--- src/inc/card_pin_pkg.sv ---
// Shared constants and types for the card reader pin control block
`default_nettype none
package card_pin_pkg;
  // APB register byte offsets
  localparam logic [7:0] CTRL_OFS = 8'h00;
  localparam logic [7:0] STATUS_OFS = 8'h04;
  localparam logic [7:0] IRQ_STAT_OFS = 8'h08;
  localparam logic [7:0] IRQ_MASK_OFS = 8'h0c;
  // Control register field positions
  localparam int IRQ_SEL_BIT = 0;
  localparam int INT_PULLUP_BIT = 1;
  localparam int MON_EN_BIT = 2;
  localparam int TRANSP_BIT = 3;
  localparam int SHUTDOWN_BIT = 4;
  localparam int VOLT_3V_BIT = 5;
  localparam int CTRL_W = 6;
  // Control register reset value
  localparam logic [CTRL_W-1:0] CTRL_RST = 6'h00;
  // Status register field positions
  localparam int ST_ADDR_LSB = 0;
  localparam int ST_ADDR_VALID_BIT = 3;
  localparam int ST_PRES_BIT = 4;
  localparam int ST_SHUT_BIT = 5;
  localparam int ST_PF_BIT = 6;
  // Interrupt bit positions
  localparam int EV_PRES_BIT = 0;
  localparam int EV_PFAIL_BIT = 1;
  localparam int EV_ADDR_BIT = 2;
  localparam int EV_W = 3;
  localparam logic [EV_W-1:0] EV_RST = 3'h0;
  // Strap address width and capture edge of the master clock
  localparam int ADDR_W = 3;
  localparam int STRAP_EDGE = 11;
  localparam int EDGE_CNT_W = 4;
  // Configuration bits as one bundle
  typedef struct packed {
    logic volt_3v;
    logic shutdown;
    logic transparent;
    logic monitor_en;
    logic int_pullup;
    logic irq_select;
  } cfg_s;
  // Captured strap address
  typedef struct packed {
    logic valid;
    logic [ADDR_W-1:0] addr;
  } strap_s;
endpackage
`default_nettype wire

--- src/rtl/strap_latch.sv ---
// Captures the address straps on a chosen master clock edge after reset
`default_nettype none
module strap_latch
  import card_pin_pkg::*;
#(
  parameter int CAPTURE_EDGE = STRAP_EDGE
) (
  input wire logic pclk,
  input wire logic presetn,
  input wire logic dev_rst,
  input wire logic master_clk,
  input wire logic [ADDR_W-1:0] straps,
  output strap_s strap
);
  logic mclk_q; // Previous master clock sample
  logic [EDGE_CNT_W-1:0] edge_cnt; // Rising edges seen since release
  logic [EDGE_CNT_W-1:0] next_edge_cnt;
  strap_s next_strap;
  logic mclk_rise;

  assign mclk_rise = master_clk & ~mclk_q;

  // Count master clock rises, latch straps on the chosen one
  always_comb begin
    next_edge_cnt = edge_cnt;
    next_strap = strap;
    if (dev_rst) begin
      // Held in reset: forget the old address
      next_edge_cnt = '0;
      next_strap = '0;
    end else if (mclk_rise && !strap.valid) begin
      next_edge_cnt = edge_cnt + 1'b1;
      if (next_edge_cnt == EDGE_CNT_W'(CAPTURE_EDGE)) begin
        next_strap.addr = straps;
        next_strap.valid = 1'b1;
      end
    end
  end

  // Register the counter and captured address
  always_ff @(posedge pclk or negedge presetn) begin
    if (!presetn) begin
      mclk_q <= 1'b0;
      edge_cnt <= '0;
      strap <= '0;
    end else begin
      mclk_q <= master_clk;
      edge_cnt <= next_edge_cnt;
      strap <= next_strap;
    end
  end
endmodule
`default_nettype wire

--- src/rtl/card_pin_ctrl.sv ---
// Host side pin control of a smart card reader interface, APB slave
//
// Local design decisions: the register addresses and register access over APB.
`default_nettype none
module card_pin_ctrl
  import card_pin_pkg::*;
#(
  parameter int CAPTURE_EDGE = STRAP_EDGE
) (
  input wire logic pclk,
  input wire logic presetn,
  // APB slave
  input wire logic psel,
  input wire logic penable,
  input wire logic pwrite,
  input wire logic [7:0] paddr,
  input wire logic [31:0] pwdata,
  output logic [31:0] prdata,
  output logic pready,
  output logic pslverr,
  // Master clock input, sampled as a level
  input wire logic master_clk,
  // Address straps, reused as card clock/reset pass-through pins and the supply voltage select
  input wire logic addr_strap_hi_clk_pass,
  input wire logic addr_strap_mid_rst_pass,
  input wire logic addr_strap_lo_volt_sel,
  // Card side outputs
  input wire logic seq_card_clock,
  input wire logic seq_card_reset,
  output logic card_clock_out,
  output logic card_reset_out,
  // Supply choice: high picks 3V, low picks 5V
  input wire logic hw_activation,
  output logic card_supply_3v_sel,
  // Card presence and presence/interrupt open-drain pin
  input wire logic card_present,
  output logic presence_or_irq_out,
  output logic presence_or_irq_oe,
  output logic presence_pullup_en,
  // Open-drain reset pin
  input wire logic reset_pin_in,
  output logic reset_pin_out,
  output logic reset_pin_oe,
  // Power monitors
  input wire logic power_on_reset,
  input wire logic core_supply_fail,
  input wire logic io_supply_fail,
  // Level interrupt
  output logic irq
);
  cfg_s cfg; // Software configuration
  cfg_s next_cfg;
  strap_s strap; // Captured address
  logic strap_valid_q; // Address valid flag one cycle ago
  logic [EV_W-1:0] irq_stat; // Sticky events
  logic [EV_W-1:0] next_irq_stat;
  logic [EV_W-1:0] irq_mask; // Event enables
  logic [EV_W-1:0] next_irq_mask;
  logic [EV_W-1:0] events; // One-cycle event pulses, power fail as a level while it lasts
  logic rst_pin_q; // Sampled reset pin level
  logic dev_rst; // Internal reset while pin low
  logic pres_q; // Previous card presence
  logic pf_hold; // Power fail drive held
  logic next_pf_hold;
  logic pf_now; // Monitored supply failing
  logic [31:0] next_prdata;
  logic next_pslverr;
  logic setup_ph; // APB setup cycle
  logic wr_en; // APB write taken
  logic clk_out_d;
  logic rst_out_d;
  logic volt_d;
  logic pin_assert_d;
  logic pin_irq_d;
  logic pin_drive_low;

  // Address decode helper
  function automatic logic known_addr(input logic [7:0] a);
    known_addr = (a == CTRL_OFS) || (a == STATUS_OFS) ||
                 (a == IRQ_STAT_OFS) || (a == IRQ_MASK_OFS);
  endfunction

  // Strap capture after reset release
  strap_latch #(
    .CAPTURE_EDGE(CAPTURE_EDGE)
  ) u_strap (
    .pclk(pclk),
    .presetn(presetn),
    .dev_rst(dev_rst),
    .master_clk(master_clk),
    .straps({addr_strap_hi_clk_pass, addr_strap_mid_rst_pass,
             addr_strap_lo_volt_sel}),
    .strap(strap)
  );

  // Low reset pin holds configuration, interrupts and strap capture in reset
  assign dev_rst = ~rst_pin_q;

  // APB phases; zero wait states
  assign setup_ph = psel & ~penable;
  assign wr_en = psel & penable & pwrite;
  assign pready = 1'b1;

  // Monitored supply failure
  assign pf_now = cfg.monitor_en & (core_supply_fail | io_supply_fail);

  // Event pulses and power fail level
  always_comb begin
    events = '0;
    events[EV_PRES_BIT] = card_present ^ pres_q;
    events[EV_PFAIL_BIT] = pf_now;
    events[EV_ADDR_BIT] = 1'b0;
    // Capture seen as the valid flag rising, one cycle after the latch
    if (!dev_rst && strap.valid && !strap_valid_q) begin
      events[EV_ADDR_BIT] = 1'b1;
    end
  end

  // Configuration register next value
  always_comb begin
    next_cfg = cfg;
    if (dev_rst) begin
      // Defaults while held in reset, also leaves shutdown
      next_cfg = cfg_s'(CTRL_RST);
    end else if (wr_en && paddr == CTRL_OFS) begin
      next_cfg = cfg_s'(pwdata[CTRL_W-1:0]);
    end
  end

  // Interrupt status and mask next values
  always_comb begin
    next_irq_stat = irq_stat;
    next_irq_mask = irq_mask;
    if (dev_rst) begin
      next_irq_stat = EV_RST;
      next_irq_mask = EV_RST;
    end else begin
      if (wr_en && paddr == IRQ_STAT_OFS) begin
        // Write one to clear
        next_irq_stat = irq_stat & ~pwdata[EV_W-1:0];
      end
      if (wr_en && paddr == IRQ_MASK_OFS) begin
        next_irq_mask = pwdata[EV_W-1:0];
      end
      // A new event wins over a clear in the same cycle
      next_irq_stat = next_irq_stat | events;
    end
  end

  // Power fail drive holds until the failure is gone
  always_comb begin
    next_pf_hold = pf_hold;
    if (pf_now) begin
      next_pf_hold = 1'b1;
    end else if (!core_supply_fail && !io_supply_fail) begin
      next_pf_hold = 1'b0;
    end
  end

  // Read data, prepared in the setup cycle
  always_comb begin
    next_prdata = prdata;
    next_pslverr = 1'b0;
    if (setup_ph) begin
      next_prdata = '0;
      next_pslverr = ~known_addr(paddr);
      unique case (paddr)
        CTRL_OFS: begin
          next_prdata[CTRL_W-1:0] = cfg;
        end
        STATUS_OFS: begin
          next_prdata[ST_ADDR_LSB +: ADDR_W] = strap.addr;
          next_prdata[ST_ADDR_VALID_BIT] = strap.valid;
          next_prdata[ST_PRES_BIT] = card_present;
          next_prdata[ST_SHUT_BIT] = cfg.shutdown;
          next_prdata[ST_PF_BIT] = pf_hold;
        end
        IRQ_STAT_OFS: begin
          next_prdata[EV_W-1:0] = irq_stat;
        end
        IRQ_MASK_OFS: begin
          next_prdata[EV_W-1:0] = irq_mask;
        end
        default: begin
          next_prdata = '0;
        end
      endcase
    end else if (psel) begin
      next_pslverr = pslverr;
    end
  end

  // Pin output next values
  always_comb begin
    // Card clock and reset: straps pass through in transparent mode
    if (cfg.transparent) begin
      clk_out_d = addr_strap_hi_clk_pass;
      rst_out_d = addr_strap_mid_rst_pass;
    end else begin
      clk_out_d = seq_card_clock;
      rst_out_d = seq_card_reset;
    end
    // Supply voltage choice
    if (hw_activation) begin
      volt_d = addr_strap_lo_volt_sel;
    end else begin
      volt_d = cfg.volt_3v;
    end
    // Presence or interrupt source for the open-drain pin
    pin_irq_d = |(irq_stat & irq_mask);
    if (cfg.irq_select) begin
      pin_assert_d = pin_irq_d;
    end else begin
      pin_assert_d = card_present;
    end
    // Reset pin pulled low on POR or held power fail
    pin_drive_low = power_on_reset | pf_hold;
  end

  // Open-drain pins only ever drive low
  assign presence_or_irq_out = 1'b0;
  assign reset_pin_out = 1'b0;

  // All state registers
  always_ff @(posedge pclk or negedge presetn) begin
    if (!presetn) begin
      cfg <= cfg_s'(CTRL_RST);
      irq_stat <= EV_RST;
      irq_mask <= EV_RST;
      rst_pin_q <= 1'b0;
      strap_valid_q <= 1'b0;
      pres_q <= 1'b0;
      pf_hold <= 1'b0;
      prdata <= '0;
      pslverr <= 1'b0;
      card_clock_out <= 1'b0;
      card_reset_out <= 1'b0;
      card_supply_3v_sel <= 1'b0;
      presence_or_irq_oe <= 1'b0;
      presence_pullup_en <= 1'b0;
      reset_pin_oe <= 1'b0;
      irq <= 1'b0;
    end else begin
      cfg <= next_cfg;
      irq_stat <= next_irq_stat;
      irq_mask <= next_irq_mask;
      rst_pin_q <= reset_pin_in;
      strap_valid_q <= strap.valid;
      pres_q <= card_present;
      pf_hold <= next_pf_hold;
      prdata <= next_prdata;
      pslverr <= next_pslverr;
      card_clock_out <= clk_out_d;
      card_reset_out <= rst_out_d;
      card_supply_3v_sel <= volt_d;
      presence_or_irq_oe <= pin_assert_d;
      presence_pullup_en <= cfg.int_pullup;
      reset_pin_oe <= pin_drive_low;
      irq <= pin_irq_d;
    end
  end
endmodule
`default_nettype wire

--- config.mk ---
export PLATFORM = sky130hd
export DESIGN_NAME = card_pin_ctrl
export DESIGN_NICKNAME = d
export VERILOG_FILES = /design/src/inc/card_pin_pkg.sv /design/src/rtl/strap_latch.sv /design/src/rtl/card_pin_ctrl.sv
export SDC_FILE = /design/constraint.sdc
export NUM_CORES = 1
export LEC_CHECK = 0
export BUFFER_PORTS_ARGS = -buffer_cell sky130_fd_sc_hd__buf_2
export CAP_MARGIN = 0
export CELL_PAD_IN_SITES_DETAIL_PLACEMENT = 2
export CELL_PAD_IN_SITES_GLOBAL_PLACEMENT = 2
export CORE_MARGIN = 3
export CORE_UTILIZATION = 27
export CTS_CLUSTER_SIZE = 8
export DETAILED_ROUTE_END_ITERATION = 12
export PLACE_DENSITY_LB_ADDON = 0.1
export SYNTH_ARGS = -nofsm -noshare
export SYNTH_HDL_FRONTEND = slang
export SYNTH_HIERARCHICAL = 1
export SYNTH_SLANG_ARGS = --single-unit
--- constraint.sdc ---
create_clock -name pclk -period 1.7 [get_ports pclk]
set_input_delay 0.34 -clock pclk [delete_from_list [all_inputs] [get_ports pclk]]
set_output_delay 0.34 -clock pclk [all_outputs]
set_load 0.05 [all_outputs]
# Word-level counts from Yosys, hierarchy flattened
# Cells that the tools add are included.
[totals]
register_bits = 40
input_bits = 57
output_inout_bits = 43
word_cells = 92
[op_classes]
addsub = 1
eq_ne = 9
n_mux = 24
bitwise = 15
n_reduce_logical = 18
[op_table]
columns = ["operator", "n"]
rows = [
  ["$mux 4", 5],
  ["$eq 8x4->1 const B", 2],
  ["$mux 3", 5],
  ["$mux 6", 2],
  ["$pmux 3 s4", 1],
  ["$mux 1", 10],
  ["$ne 2x1->1 const B", 5],
  ["$eq 8x3->1 const B", 1],
  ["$logic_not 8->1", 1],
  ["$logic_and 1x1->1", 7],
  ["$and 3x3->3", 2],
  ["$pmux 3 s2", 1],
  ["$and 1x1->1", 5],
  ["$add 4x1->4 const B", 1],
  ["$eq 4x4->1 const B", 1],
  ["$logic_not 1->1", 4],
  ["$logic_or 1x1->1", 3],
  ["$not 1->1", 3],
  ["$not 3->3", 1],
  ["$or 3x3->3", 1],
  ["$reduce_or 3->1", 1],
  ["$or 1x1->1", 2],
  ["$reduce_and 2->1", 1],
  ["$reduce_bool 2->1", 1],
  ["$xor 1x1->1", 1],
]

# Logic depth before layout (Yosys ltp)
[depth]
ltp_word = 7
mapped_depth = 6
depth_no_buf = 5

# Cells and area by module
# Netlist, hierarchy kept.
[by_module_without_submodules]
columns = ["module", "n_inst", "cells_per_inst", "area_per_inst_um2", "seq_area_each_um2"]
rows = [
  ["card_pin_ctrl", 1, 152, 1602.8, 775.7],
  ["strap_latch", 1, 69, 631.9, 225.2],
]

# Least setup slack after synthesis
# No wires, ideal clock.
[synth_timing]
path_kind = "input-to-reg"
from = "input port paddr[5]"
to = "register cfg[0] in the netlist's numbering"
t_arrival_ps = 1638
required_time_ps = 1577
slack_ps = -61
stages = 4
n_path_buf = 1
cell_sequence = "or4_4 -> or4_4 -> buf_6 -> mux2i_1"
[synth_via]
elab_chain_cells = 3
[synth_rtl]
columns = ["item", "line_no", "text"]
rows = [
  ["start, declared", "card_pin_ctrl.sv:16", "input wire logic [7:0] paddr,"],
  ["$logic_not 8->1", "card_pin_ctrl.sv:125", "end else if (wr_en && paddr == CTRL_OFS) begin"],
  ["$logic_and 1x1->1", "card_pin_ctrl.sv:125", ""],
  ["$ne 2x1->1 (no line)", "n/a", ""],
  ["end signal, assigned", "card_pin_ctrl.sv:227", "cfg <= cfg_s'(CTRL_RST);"],
  ["end signal, assigned", "card_pin_ctrl.sv:244", "cfg <= next_cfg;"],
  ["end, declared", "card_pin_ctrl.sv:51", "cfg_s cfg;"],
]
# No other way between the ends.
# A chain may end at the register's enable or synchronous reset.

# Worst setup path after layout
[layout_timing]
from = "input port paddr[5]"
to = "register cfg[3] in the netlist's numbering"
# The elaborated chain is that of the path after synthesis.

==> flow_summary.json <==
{
  "synth-main-ff-cell": "dfrtp_1",
  "rows": 32,
  "grt.overflow.total": 0,
  "syn_area_per_cell_sq_um": 10.1,
  "synthesis.yosys.warnings": 6,
  "io_buffer_count": 45,
  "status": "complete, no violations",
  "start_util_pct": 28.3,
  "layout_overhead_on_the_synthesized_area_pct": 18.8,
  "final-max-slew-violation-count": 0,
  "cts_inserted_buffers": 5,
  "met3_capacity_usage_during_global_routing_pct": 2.81,
  "cp-start-kind": "input pin",
  "antenna_found_initial": 0,
  "clock_path_buffers": 2,
  "via_per_inst": 4.56,
  "hold_path_startpoint": "reset_pin_in",
  "power_frac_comb_pct": 16.5,
  "p_clk_share_pct": 38.8,
  "power_report.internal_total_mw": 1.60,
  "mappedNetlistArea_sq_um": 2230,
  "synth-async-reset-ratio_pct": 100,
  "switchingPower_mw": 0.645,
  "finalSetupViolations": 0,
  "worstSkewPairLatency_ns": 0.29,
  "min_cycle_time_layout_ns": 1.58,
  "cp_required_ns": 1.87,
  "layout.cells.most_common": "buf_2",
  "netlist_instances": 221,
  "gpl.final_weighted_congestion": 0.676,
  "worst_slew_pin_slew_ns": 0.541,
  "layout.cells.most_common_list": "buf_2, dfrtp_1, conb_1, nand2_1, mux2i_1",
  "die_h_um": 97.0,
  "dr_total_vias": 1710,
  "timing.hold.worst_path_depth": 1,
  "max_clock_freq_mhz": 631,
  "globalRouteTotalUtil_pct": 12.6,
  "global_route.usage.met1_pct": 16.8,
  "setup.reg_to_reg.worst_slack_ns": 0.21,
  "crit_path_end_kind": "register",
  "synth-seq-cells": 40,
  "total_power_mw": 2.24,
  "totalWireLength_um": 5700,
  "timing.max_cap.violations": 0,
  "grt_max_degree": 22,
  "diodes": 0,
  "busiest_layer": "met2",
  "synth_enable_flop_cells": 0,
  "r2r_start": "u_strap/edge_cnt[0]$_DFFE_PN0P_",
  "number_of_drc_markers_in_iteration_0": 50,
  "setup.worst_path.class": "input pin to register",
  "worst_path_max_delay_cell": "or4_4",
  "pre_cts_slack_ns": -0.197,
  "r2r.worst_path.cells": 5,
  "timing.clock.skew_ns": 0.00825,
  "worst_ep_arrival_time_ns": 1.76,
  "globalRouteMet2Util_pct": 20.2,
  "chipWidth_um": 97.0,
  "wire_length_of_the_first_global_routing_pass_um": 9390,
  "setup_slack_ns": 0.116,
  "tritoncts": "yes",
  "via_count_of_the_first_global_routing_pass": 1789,
  "irDropWorstVdd_v": 0.000285,
  "core-area_sq_um": 7890,
  "design.portCount": 100,
  "die_area_sq_um": 9400,
  "final-hold-violation-count": 0,
  "power_density_nw_per_um2": 844,
  "timing.critical_path.cells": "buf_2 -> or4_4 -> or4_4 -> mux2i_1",
  "slew_headroom_pct": 63.9,
  "final_layout_size_suffix_gt1_share_pct": 27.1,
  "number_of_library_cell_types_mapped_by_synthesis": 43,
  "ant_nets": 0,
  "path_common_cell": "or4_4",
  "timing.critical_path.depth": 4,
  "hpwl_um": 4430,
  "ys_seq_area_share_pct": 44.8,
  "layout_worst_path_cycle_share_pct": 93.2,
  "drc": 0,
  "cts_sinks": 40,
  "clock_tree.root_cell": "clkbuf_8",
  "worst_setup_hold_path_clk_slew_ns": 0.08,
  "regToRegEndpoint": "u_strap/strap[0]$_DFFE_PN0P_",
  "nNetsFinal": 331,
  "pwr-share-seq_pct": 44.7,
  "htreeDepth": 2,
  "crit_path_max_incr_delay_ns": 0.63,
  "drtPass1Iterations": 4,
  "timing.critical_path.max_delay_family": "simple AND/OR/NAND/NOR gates",
  "grt_setup_unrepaired": "no",
  "critical_path.n_buffers_inverters": 1,
  "routedWlPerCell_um": 15.2,
  "switching_share_pct": 28.8,
  "layout.area.seq_sq_um": 1000,
  "whs_endpoint": "rst_pin_q$_DFF_PN0_",
  "p_leak_nw": 1.34,
  "combined_area_of_the_multi_input_logic_cells_sq_um": 1020,
  "hold_class": "input pin to register",
  "final.fill_count": 903,
  "worst-path-max-fanout": 6
}
==> worst max path at each step <==
stage	startpoint	endpoint	slack, ns
after floorplan	paddr[5]	cfg[0]$_DFFE_PN0P_	-0.06
after global placement	paddr[5]	cfg[2]$_DFFE_PN0P_	-0.18
after detailed placement	paddr[5]	cfg[3]$_DFFE_PN0P_	-0.20
after CTS	paddr[5]	cfg[3]$_DFFE_PN0P_	0.12
after global routing	u_strap/edge_cnt[0]$_DFFE_PN0P_	u_strap/strap[0]$_DFFE_PN0P_	0.06
final	paddr[5]	cfg[3]$_DFFE_PN0P_	0.12
==> synthesized netlist by cell type, drive strengths merged, types with 2 or more instances <==
cell	instances	area, sq um
a211o	3	26.3
a21oi	6	30.0
and3b	6	52.6
buf	31	231
clkbuf	8	30.0
conb	2	7.51
dfrtp	40	1000
ha	2	25.0
inv	14	52.6
mux2	3	33.8
mux2i	15	150
mux4	3	67.6
nand2	24	90.1
nand2b	2	12.5
nand3	2	10.0
nand4	10	62.6
nor2	4	15.0
nor2b	2	12.5
nor3b	6	45.0
nor4	2	12.5
o21ai	8	40.0
o31ai	4	30.0
or2	3	18.8
or3	3	18.8
or4	2	22.5
xnor2	3	26.3
==> metrics by stage <==
stage                     utilization [%]  cell area, sq um  hold WS (ns)  cells  TNS, ns
after global routing                 33.7              2660         0.125    375        0
after detailed placement             31.9              2520         0.278    366    -1.64
after CTS                            33.7              2660         0.136    375        0
after floorplan                         -              2330        0.0444    247   -0.364
after global placement               31.9              2520         0.276    366    -1.57
final                                33.7              2660         0.148    375        0
==> power by group through the flow <==
stage,clock [mW],combinational [mW],sequential (mW)
6_report,0.870,0.370,1.00
5_1_grt,0.970,0.405,1.01
4_1_cts,0.921,0.376,1.00
3_5_place_dp,0,0.373,1.02
3_3_place_gp,0,0.370,1.02
2_1_floorplan,0,0.282,1.04
==> registers in the layout, summed over array words and instances (netlist names), 3 cells and up <==
signal	count
prdata	7
cfg	6
irq_stat	3
u_strap/edge_cnt	4
u_strap/strap	4
irq_mask	3
==> final cells by class <==
class                   instances  area share, %
clock buffers                   7           3.63
clock inverters                 1           1.13
inverters                      14           1.98
multi-input cells             154           38.3
flip-flops and latches         40           37.7
well taps                     102           4.81
repair buffers                 57           12.4
==> routing by layer <==
| metal | up-vias | part of all wire [%] |
|---|---|---|
| li1 | 809 | - |
| met3 | 2 | 5.0 |
| met1 | 847 | 47 |
| met2 | 52 | 47 |
| met4 | 0 | 0.67 |
| met5 | - | 0 |
==> what timing repair did <==
item | 4_1_cts | 5_1_grt
endpoints found under the hold margin | 12 | 0
hold buffers | 1 | 0
resized for setup | 0 | 0
setup buffers | 0 | 0
==> kinds of logic (layout without fill, tap and decap cells) <==
group,count (synthesis),in the layout,share of synthesized area [%]
adder cells (fa/ha/maj),2,2,1.12
AO/OA/AOI/OAI,27,27,7.84
buffers and inverters,53,79,14.1
multiplexers,21,21,11.3
AND/OR/NAND/NOR,72,72,19.0
XOR/XNOR,4,4,1.57
flip-flops,40,40,44.8
other,2,28,0.336
No activity file was read; power rests on OpenSTA's default activity.
